<file path="src/aop_pkg.sv">
// Package for the result output port configuration block.
// Assumes a 250 MHz system clock.
package aop_pkg;

	localparam int CLK_PERIOD_NS = 4;
	localparam int RESULT_W = 16;

	// Least serial clock periods for divider codes 00, 01, 10, 11
	localparam int SCLK_MIN_PERIOD_NS_00 = 30;
	localparam int SCLK_MIN_PERIOD_NS_01 = 60;
	localparam int SCLK_MIN_PERIOD_NS_10 = 120;
	localparam int SCLK_MIN_PERIOD_NS_11 = 240;
	localparam logic [4:0] SCLK_HALF_CYC_00 =
		5'((SCLK_MIN_PERIOD_NS_00 / 2 + CLK_PERIOD_NS - 1) / CLK_PERIOD_NS);
	localparam logic [4:0] SCLK_HALF_CYC_01 =
		5'((SCLK_MIN_PERIOD_NS_01 / 2 + CLK_PERIOD_NS - 1) / CLK_PERIOD_NS);
	localparam logic [4:0] SCLK_HALF_CYC_10 =
		5'((SCLK_MIN_PERIOD_NS_10 / 2 + CLK_PERIOD_NS - 1) / CLK_PERIOD_NS);
	localparam logic [4:0] SCLK_HALF_CYC_11 =
		5'((SCLK_MIN_PERIOD_NS_11 / 2 + CLK_PERIOD_NS - 1) / CLK_PERIOD_NS);
	localparam logic [4:0] BIT_COUNT = 5'h10;

	// Positions in the synchronised pin vector
	localparam int PIN_SER = 0;
	localparam int PIN_BYTE = 1;
	localparam int PIN_CODE = 2;
	localparam int PIN_RDC = 3;
	localparam int PIN_CS_N = 4;
	localparam int PIN_XCLK = 5;
	localparam int PIN_DIV0 = 6;
	localparam int PIN_DIV1 = 7;
	localparam int PIN_SRC = 8;
	localparam int PIN_N = 9;

	// Bus lanes with special roles
	localparam int LANE_SERIAL_RESULT_OUT = 8;
	localparam logic [15:0] OE_RESET = 16'h0003;
	localparam logic [15:0] OE_SERIAL = 16'h0003;
	localparam logic [15:0] OE_ALL = 16'hFFFF;

	typedef enum logic [2:0]
	{
		ST_IDLE = 3'b001,
		ST_MASTER = 3'b010,
		ST_SLAVE = 3'b100
	} aop_state_t;

	typedef struct packed
	{
		logic [PIN_N-1:0] s1;
		logic [PIN_N-1:0] s2;
		logic [PIN_N-1:0] s3;
		logic [PIN_N-1:0] filt;
		logic [PIN_N-1:0] filt_prev;
		logic busy_prev;
		logic [15:0] held;
		logic [15:0] shreg;
		logic [4:0] bit_cnt;
		logic [4:0] div_cnt;
		logic [4:0] half;
		logic sclk;
		aop_state_t fsm;
		logic [15:0] bus_out;
		logic [15:0] bus_oe;
		logic sclk_oe;
	} aop_regs_t;

endpackage : aop_pkg

</file>
<file path="src/aop_port.sv">
// Result output port of a sampling converter: parallel bus or serial port.
// Assumes the converter core on clk_in; config pins and host clock arrive asynchronously.
// Contract
// Select low gives parallel bus output; high gives serial modes.
// Serial modes reuse some bus pins; other output pins go high impedance.
// Byte order high puts low byte on upper lanes; low reverses that.
// Coding high gives straight binary; low inverts the MSB for twos complement.
// Bus bits 0 and 1 are always outputs.
// Bits 2 to 4 output data in parallel, become config inputs in serial.
// Master read-after-convert uses divider select to slow the internal serial clock.
// Other serial modes leave the divider pins undriven.
// Serial with clock source low: device drives its serial clock out.
// Clock source high: host clocks data, gated by chip select.
// Internal clock period least 30, 60, 120, 240 ns by divider code.
// Master: read-during-convert sends previous result during conversion, else after.
// Result shifts out on serial data, MSB first.
// Host changes selects only while no result transfer runs.
`timescale 1ns/10ps
`default_nettype none

module aop_port
(
	input wire logic clk_in,
	input wire logic reset_in,
	input wire logic enable_in,
	input wire logic serial_parallel_select_in,
	input wire logic byte_order_select_in,
	input wire logic output_coding_select_in,
	input wire logic read_during_convert_select_in,
	input wire logic chip_select_n_in,
	input wire logic [15:0] result_in,
	input wire logic result_valid_in,
	input wire logic conversion_busy_in,
	input wire logic [15:0] data_bus_in,
	output logic [15:0] data_bus_out,
	output logic [15:0] data_bus_oe_out,
	input wire logic serial_result_clock_in,
	output logic serial_result_clock_out,
	output logic serial_result_clock_oe_out
);

	aop_pkg::aop_regs_t st;
	aop_pkg::aop_regs_t next_st;
	logic [aop_pkg::PIN_N-1:0] pins;
	logic [aop_pkg::PIN_N-1:0] agree;
	logic ser;
	logic master;
	logic busy_rise;
	logic cs_fall;
	logic xclk_rise;
	logic [15:0] coded;

	assign pins = {data_bus_in[4], data_bus_in[3], data_bus_in[2], serial_result_clock_in,
		chip_select_n_in, read_during_convert_select_in, output_coding_select_in,
		byte_order_select_in, serial_parallel_select_in};
	assign agree = ~(st.s2 ^ st.s3);
	assign ser = st.filt[aop_pkg::PIN_SER];
	assign master = ser & ~st.filt[aop_pkg::PIN_SRC];
	assign busy_rise = conversion_busy_in & ~st.busy_prev;
	assign cs_fall = st.filt_prev[aop_pkg::PIN_CS_N] & ~st.filt[aop_pkg::PIN_CS_N];
	assign xclk_rise = ~st.filt_prev[aop_pkg::PIN_XCLK] & st.filt[aop_pkg::PIN_XCLK];
	assign coded = {result_in[15] ^ ~st.filt[aop_pkg::PIN_CODE], result_in[14:0]};

	always_comb
	begin
		next_st = st;
		if (enable_in)
		begin
			// Pin changes count once the second and third stages agree
			next_st.s1 = pins;
			next_st.s2 = st.s1;
			next_st.s3 = st.s2;
			next_st.filt = (agree & st.s3) | (~agree & st.filt);
			next_st.filt_prev = st.filt;
			next_st.busy_prev = conversion_busy_in;
			if (result_valid_in)
			begin
				next_st.held = coded;
			end

			// Divider code only applies in master read-after-convert
			if (st.filt[aop_pkg::PIN_RDC])
			begin
				next_st.half = aop_pkg::SCLK_HALF_CYC_00;
			end
			else
			begin
				unique case ({st.filt[aop_pkg::PIN_DIV1], st.filt[aop_pkg::PIN_DIV0]})
					2'b00: next_st.half = aop_pkg::SCLK_HALF_CYC_00;
					2'b01: next_st.half = aop_pkg::SCLK_HALF_CYC_01;
					2'b10: next_st.half = aop_pkg::SCLK_HALF_CYC_10;
					2'b11: next_st.half = aop_pkg::SCLK_HALF_CYC_11;
				endcase
			end

			unique case (st.fsm)
				aop_pkg::ST_IDLE:
				begin
					next_st.sclk = 1'b0;
					if (master && st.filt[aop_pkg::PIN_RDC] && busy_rise)
					begin
						// Previous result goes out during the new conversion
						next_st.shreg = st.held;
						next_st.bit_cnt = aop_pkg::BIT_COUNT;
						next_st.div_cnt = st.half;
						next_st.fsm = aop_pkg::ST_MASTER;
					end
					else if (master && !st.filt[aop_pkg::PIN_RDC] && result_valid_in)
					begin
						next_st.shreg = coded;
						next_st.bit_cnt = aop_pkg::BIT_COUNT;
						next_st.div_cnt = st.half;
						next_st.fsm = aop_pkg::ST_MASTER;
					end
					else if (ser && st.filt[aop_pkg::PIN_SRC] && cs_fall)
					begin
						next_st.shreg = st.held;
						next_st.bit_cnt = aop_pkg::BIT_COUNT;
						next_st.fsm = aop_pkg::ST_SLAVE;
					end
				end
				aop_pkg::ST_MASTER:
				begin
					if (!master)
					begin
						next_st.sclk = 1'b0;
						next_st.fsm = aop_pkg::ST_IDLE;
					end
					else if (st.div_cnt > 5'h01)
					begin
						next_st.div_cnt = st.div_cnt - 5'h01;
					end
					else
					begin
						next_st.div_cnt = st.half;
						next_st.sclk = ~st.sclk;
						if (st.sclk)
						begin
							next_st.shreg = {st.shreg[14:0], 1'b0};
							next_st.bit_cnt = st.bit_cnt - 5'h01;
							if (st.bit_cnt == 5'h01)
							begin
								next_st.fsm = aop_pkg::ST_IDLE;
							end
						end
					end
				end
				aop_pkg::ST_SLAVE:
				begin
					next_st.sclk = 1'b0;
					if (!ser || st.filt[aop_pkg::PIN_CS_N])
					begin
						next_st.fsm = aop_pkg::ST_IDLE;
					end
					else if (xclk_rise && st.bit_cnt != 5'h00)
					begin
						next_st.shreg = {st.shreg[14:0], 1'b0};
						next_st.bit_cnt = st.bit_cnt - 5'h01;
					end
				end
				default:
				begin
					next_st.fsm = aop_pkg::ST_IDLE;
				end
			endcase

			// Pin drive
			if (!ser)
			begin
				next_st.bus_oe = aop_pkg::OE_ALL;
				if (st.filt[aop_pkg::PIN_BYTE])
				begin
					next_st.bus_out = {st.held[7:0], st.held[15:8]};
				end
				else
				begin
					next_st.bus_out = st.held;
				end
				next_st.sclk_oe = 1'b0;
			end
			else
			begin
				next_st.bus_oe = aop_pkg::OE_SERIAL;
				next_st.bus_oe[aop_pkg::LANE_SERIAL_RESULT_OUT] = master | ~st.filt[aop_pkg::PIN_CS_N];
				next_st.bus_out = 16'h0000;
				next_st.bus_out[1:0] = st.held[1:0];
				next_st.bus_out[aop_pkg::LANE_SERIAL_RESULT_OUT] = next_st.shreg[15];
				next_st.sclk_oe = master;
			end
		end
	end

	always_ff @(posedge clk_in or posedge reset_in)
	begin
		if (reset_in)
		begin
			st <= '{fsm: aop_pkg::ST_IDLE, bus_oe: aop_pkg::OE_RESET,
				half: aop_pkg::SCLK_HALF_CYC_00, default: '0};
		end
		else
		begin
			st <= next_st;
		end
	end

	assign data_bus_out = st.bus_out;
	assign data_bus_oe_out = st.bus_oe;
	assign serial_result_clock_out = st.sclk;
	assign serial_result_clock_oe_out = st.sclk_oe;
endmodule : aop_port

`default_nettype wire

</file>
<file path="config.mk">
export PLATFORM = sky130hd
export DESIGN_NAME = aop_port
export DESIGN_NICKNAME = d
export VERILOG_FILES = /design/src/aop_pkg.sv /design/src/aop_port.sv
export SDC_FILE = /design/constraint.sdc
export NUM_CORES = 1
export LEC_CHECK = 0
export BUFFER_PORTS_ARGS = -buffer_cell sky130_fd_sc_hd__buf_2
export CORE_MARGIN = 4
export CORE_UTILIZATION = 60
export CTS_CLUSTER_DIAMETER = 30
export CTS_CLUSTER_SIZE = 16
export DETAILED_ROUTE_END_ITERATION = 10
export PLACE_DENSITY_LB_ADDON = 0.08
export SYNTH_ARGS = -nofsm -noshare
export SYNTH_HDL_FRONTEND = slang
export SYNTH_SLANG_ARGS = --single-unit
</file>
<file path="constraint.sdc">
create_clock -name clk_in -period 6.93 [get_ports clk_in]
set_clock_uncertainty 0.1 [all_clocks]
set_input_delay 0.3465 -clock clk_in [delete_from_list [all_inputs] [get_ports clk_in]]
set_output_delay 0.3465 -clock clk_in [all_outputs]
set_load 0.02 [all_outputs]
</file>
==> qor.csv, run 1 <==
metric;value;unit
synthToLayoutAreaGrowth;5.820;%
grt_max_degree;89;
p_leak;0.002581;uW
antenna_cells;0;
antenna_found_initial;0;
synthArstFlopShare;1.000;
drc;0;
wl_per_cell;17.36;microns
drv_cap;0;
htreeDepth;3;
endpoint_kind;flop;
globalRouteOverflowTotal;0;
swShare;0.3888;
tns;0;ns
drt_wl_total;10730;microns
critPathKind;flop to flop;
critPathLaunchType;flop;
reg2regPathDepth;4;
rsz0062_at_grt;false;
status;completed;
die_height;103.0;microns
ir_drop;206.4;uV
period_share;0.4039;
dp.cells;601;
hp-class;input port to flop;
max_slew.worst_pin.slew;1.090;ns
slew_headroom;0.2736;
dieArea;10610;sq um
fp.dieW;103.0;microns
rows;34;
finalCriticalPeriod;2.799;ns
critPathCapture;st[58];
p_sw;813.3;uW
nets;553;
synth-edff-count;0;
ioPinCount;77;
timing.rr.start;st[33];
ys_ff_latch;109;
grtUsageMet3;0.04127;
hold_viol_final;0;
p_comb_frac;0.344;
post_cts_resized;0;
grt_pass1_vias;3644;
num_vias;3634;
syn_area;5418;sq um
hpwl;7332;microns
layout-drive-gt1-share;0.2922;
ys_warn_count;0;
start_util;0.6182;
fmax;357.2;MHz
fillers;697;
drtIter0Drc;121;
top_usage_layer;met2;
seqPwrFrac;0.469;
dp_slack;4.131;ns
io_buffer_count;61;
coreArea;8763;sq um
synth_area_leaders;dfrtp_1, mux2_2, buf_4;
path_clk_slew;0.12;ns
syn-mean-instance-area;11.17;sq um
cts_root_buf;clkbuf_8;
arrival;2.97;ns
cts_made_buffers;9;
synth_most_common_cell;dfrtp_1;
place_congestion;0.8045;
p_int;1278;uW
ys_top_cells_by_count;dfrtp_1, mux2_2, inv_1;
worst_r2r_endpoint;st[58];
stdcell_count;618;
fin_ws;4.131;ns
synth_cells;485;
cts_tree;done;
finalMaxSlewViolations;0;
postRouteAntennaNets;0;
via_per_inst;5.880;
clkPwrFrac;0.186;
worstPathMaxFanout;21;
use_met1;0.2914;
met2_usage;0.3601;
crit_required;7.10;ns
synth_top_flop_cell;dfrtp_1;
fin_util;0.6542;
yosys.area.top_type;dfrtp_1;
setup_violations;0;
first_pass_iters;4;
grt_usage;0.2203;
whs;0.09052;ns
grt_pass1_wl;18200;microns
crit_start;st[33];
r2r_slack;4.13;ns
clock-sinks;109;
synthDistinctLibCells;59;
ys_seq_area_frac;0.5039;
clock_latency;0.38;ns
clk_path_buf_depth;2;
p_per_area;364.8;nW/um^2
synth_top_area_frac;0.4942;
worst min-delay path by stage:
stage / depth (start not counted) / slack, ns / from / end
5_1_grt: 2 / 0.07 / serial_parallel_select_in / st[121]
3_3_place_gp: 2 / 0.21 / reset_in / data_bus_out[10]
4_1_cts: 2 / 0.08 / serial_result_clock_in / st[126]
6_report: 2 / 0.09 / data_bus_in[2] / st[127]
2_1_floorplan: 2 / 0.35 / st[37] / st[37]
3_5_place_dp: 2 / 0.22 / reset_in / data_bus_out[10]
worst max-delay path: stages, from the launching register on:
cell,delay (ns)
dfstp_2,0.62
or3b_1,0.72
o31ai_4,0.65
nor2_4,0.25
mux2_4,0.35
metal layers:
layer / vias to the layer above / part of all wire
met5: - / 0
met4: 0 / 0.026
met3: 21 / 0.040
met2: 80 / 0.49
met1: 1801 / 0.45
li1: 1732 / -
stage by stage:
step / total power [uW] / area (sq um)
5_1_grt: 2242 / 5733
3_3_place_gp: 1685 / 5525
3_5_place_dp: 1719 / 5525
6_report: 2092 / 5733
2_1_floorplan: 1610 / 5421
4_1_cts: 2112 / 5733
layout make-up:
type                       instances  area, sq um  share of cell area
clock buffer                      10        137.6             0.02401
clock inverter                     6        60.06             0.01048
inverter                          40        152.6             0.02663
multi-input combinational        279         2172              0.3789
sequential                       109         2730              0.4762
tap                              108        135.1             0.02357
timing repair buffer              66        345.3             0.06024
logic make-up (layout without fill, tap and decap cells):
logic type,after synthesis,count (layout),share of synthesized area
AO/OA/AOI/OAI,136,136,0.1707
XOR/XNOR,3,3,0.004851
adder cells (fa/ha/maj),5,5,0.01155
buffers and inverters,98,122,0.09700
flip-flops,109,109,0.5039
multiplexers,68,68,0.1432
other,1,2,0.0006922
AND/OR/NAND/NOR,65,65,0.06813
cell usage in the layout, fill, tap and decap left out, types with 2 or more instances in the layout:
cell       netlist  routed
a21o_1           2       2
a21oi_1         22      22
a22oi_1         16      16
a32oi_1          3       3
a41oi_1          2       2
buf_2            3      61
buf_4           35       4
clkbuf_8         0      10
conb_1           1       2
dfrtp_1        107     107
dfstp_2          2       2
ha_1             5       5
inv_1           40      39
inv_6            0       2
inv_8            0       3
mux2_2          44      44
mux2_4           8       8
mux2i_1         16      16
nand2_1         21      21
nand2b_1         5       5
nand3b_1         2       2
nor2_1          12      12
nor2b_1          2       2
nor3_1           2       2
nor3b_1          2       2
o21ai_0         38      38
o21bai_1         2       2
o22ai_1         17      17
o2bb2ai_1       17      17
o31ai_1          4       4
or3_1            2       2
or3b_1           2       2
or4_1            4       4
xnor2_1          2       2
registers in the layout, indices dropped and copies added (netlist names), named ones only:
register,cells
data_bus_out,16
serial_result_clock_oe_out,1
data_bus_oe_out,2
st,80
serial_result_clock_out,1
timing repair:
action,4_1_cts,5_1_grt
buffers inserted,0,0
hold buffers,1,0
hold endpoints to repair,21,0
power groups by stage:
stage                     sequential, uW  clock (uW)  combinational (uW)
after CTS                            982         401                 729
after global routing                1010         431                 798
after global placement               983           0                 702
after detailed placement             994           0                 725
after floorplan                      926           0                 684
final                                982         390                 721
(Power assumes the default switching activity.)
==> run 2: changes to the inputs <==
--- a/config.mk
+++ b/config.mk
@@ -7,7 +7,7 @@
 export LEC_CHECK = 0
 export BUFFER_PORTS_ARGS = -buffer_cell sky130_fd_sc_hd__buf_2
 export CORE_MARGIN = 4
-export CORE_UTILIZATION = 60
+export CORE_UTILIZATION = 57
 export CTS_CLUSTER_DIAMETER = 30
 export CTS_CLUSTER_SIZE = 16
 export DETAILED_ROUTE_END_ITERATION = 10
==> constraint.sdc (replaced) <==
create_clock -name clk_in -period 2.85 [get_ports clk_in]
set_clock_uncertainty 0.1 [all_clocks]
set_input_delay 0.1425 -clock clk_in [delete_from_list [all_inputs] [get_ports clk_in]]
set_output_delay 0.1425 -clock clk_in [all_outputs]
set_load 0.02 [all_outputs]
==> qor.csv, run 2 (synthesis gave the netlist of run 1 again) <==
metric;value;unit
status;completed;
cts_made_buffers;9;
globalRouteOverflowTotal;0;
place_congestion;0.7975;
grt_usage;0.2058;
synthToLayoutAreaGrowth;12.36;%
clk_path_buf_depth;2;
tns;0;ns
finalCriticalPeriod;2.530;ns
clock_latency;0.37;ns
fp.dieW;105.5;microns
die_height;105.5;microns
final_common_cell;dfrtp_1;
htreeDepth;3;
io_buffer_count;61;
wl_per_cell;16.26;microns
p_per_area;847.3;nW/um^2
coreArea;9240;sq um
path_clk_slew;0.10;ns
antenna_found_initial;0;
critPathKind;flop to flop;
postRouteAntennaNets;0;
period_share;0.8876;
endpoint_kind;flop;
ir_drop;528.7;uV
rsz0062_at_grt;false;
critPathLaunchType;flop;
timing.rr.start;st[47];
drv_cap;0;
drc;0;
grt_max_degree;66;
crit_start;st[47];
post_cts_resized;0;
ioPinCount;77;
finalMaxSlewViolations;0;
dieArea;11130;sq um
hold_viol_final;0;
p_comb_frac;0.362;
critPathMaxStageDelay;0.51;ns
crit_required;3.00;ns
cts_root_buf;clkbuf_8;
antenna_cells;0;
layout-drive-gt1-share;0.2873;
grt_pass1_vias;3741;
num_vias;3731;
final_cell_mix;dfrtp_1, buf_2, mux2_2;
fmax;395.3;MHz
seqPwrFrac;0.455;
p_leak;0.002720;uW
p_sw;1920;uW
worstPathMaxFanout;18;
arrival;2.68;ns
drt_wl_total;10930;microns
fillers;741;
slew_headroom;0.5335;
max_slew.worst_pin.slew;0.6980;ns
whs;0.08455;ns
hpwl;7434;microns
clock-sinks;109;
start_util;0.5863;
min_from;enable_in;
clkPwrFrac;0.183;
path_cells;inv_1 > ha_1 > or4b_1 > and4_4 > a41oi_4 > o22ai_1 > mux2_2;
cts_tree;done;
regMostFlops;st;
p_int;3238;uW
setup_violations;0;
multi_input_area;2172;sq um
seq_area;2730;sq um
grt_pass1_wl;18670;microns
hp-class;input port to flop;
cpMaxStageDelayCell;a41oi_4;
nets;586;
swShare;0.3723;
first_pass_iters;5;
largest_reg_flops;80;
drtIter0Drc;170;
rows;35;
via_per_inst;5.552;
## run 2: critical path: cells and delay by family (launching register included)
kind / cells / cell delay (ns)
AO/OA/AOI/OAI: 2 / 0.67
buffers and inverters: 1 / 0.11
multiplexers: 1 / 0.28
AND/OR/NAND/NOR: 2 / 0.68
flip-flops: 1 / 0.41
adder cells (fa/ha/maj): 1 / 0.15
## run 2: worst paths after layout
kind / to / slack [ns] / cells after the start
setup / recovery: st[63] / 0.32 / 7
hold / removal: st[111] / 0.08 / 3
setup reg to reg: st[63] / 0.32 / 7
hold reg to reg: data_bus_out[12] / 0.39 / 1
max in group asynchronous: st[39] / 1.77 / 4
min in group asynchronous: data_bus_out[2] / 0.15 / 3
## run 2: final cells by class
type / count / share of cell area
well taps: 129 / 0.02652
repair buffers: 99 / 0.1098
clock inverters: 5 / 0.009866
inverters: 40 / 0.02528
clock buffers: 11 / 0.02323
multi-input cells: 279 / 0.3568
flip-flops and latches: 109 / 0.4485
## run 2: stage by stage
stage / util / setup slack [ns] / instances / power [uW] / area, sq um
floorplan: - / 0.6639 / 486 / 3915 / 5425
finish: 0.6588 / 0.3203 / 672 / 5158 / 6087
global route: 0.6588 / 0.2011 / 672 / 5503 / 6087
CTS: 0.6588 / 0.3338 / 672 / 5197 / 6087
global placement: 0.6088 / 0.4397 / 630 / 4150 / 5625
detailed placement: 0.6088 / 0.3589 / 630 / 4222 / 5625
## run 2: routing by layer
layer / GRT usage / vias up / part of all wire / wire length (microns)
met1: 0.2809 / 1847 / 0.47 / 5110
met5: 0 / - / 0 / 0
met2: 0.3452 / 73 / 0.49 / 5346
met4: 0.04810 / 0 / 0.0081 / 89
met3: 0.03613 / 8 / 0.035 / 385
li1: - / 1803 / - / -
## run 2: power by group through the flow
stage / clock (uW) / combinational [uW] / sequential (uW)
2_1_floorplan: 0 / 1660 / 2250
3_3_place_gp: 0 / 1800 / 2350
3_5_place_dp: 0 / 1850 / 2370
4_1_cts: 971 / 1880 / 2350
5_1_grt: 1030 / 2060 / 2420
6_report: 945 / 1870 / 2350
## run 2: repair_timing
action                                  CTS  global route
hold endpoints to repair                 98             0
setup buffers                             0             0
endpoints found under the setup margin    0             0
hold buffers                             26             0
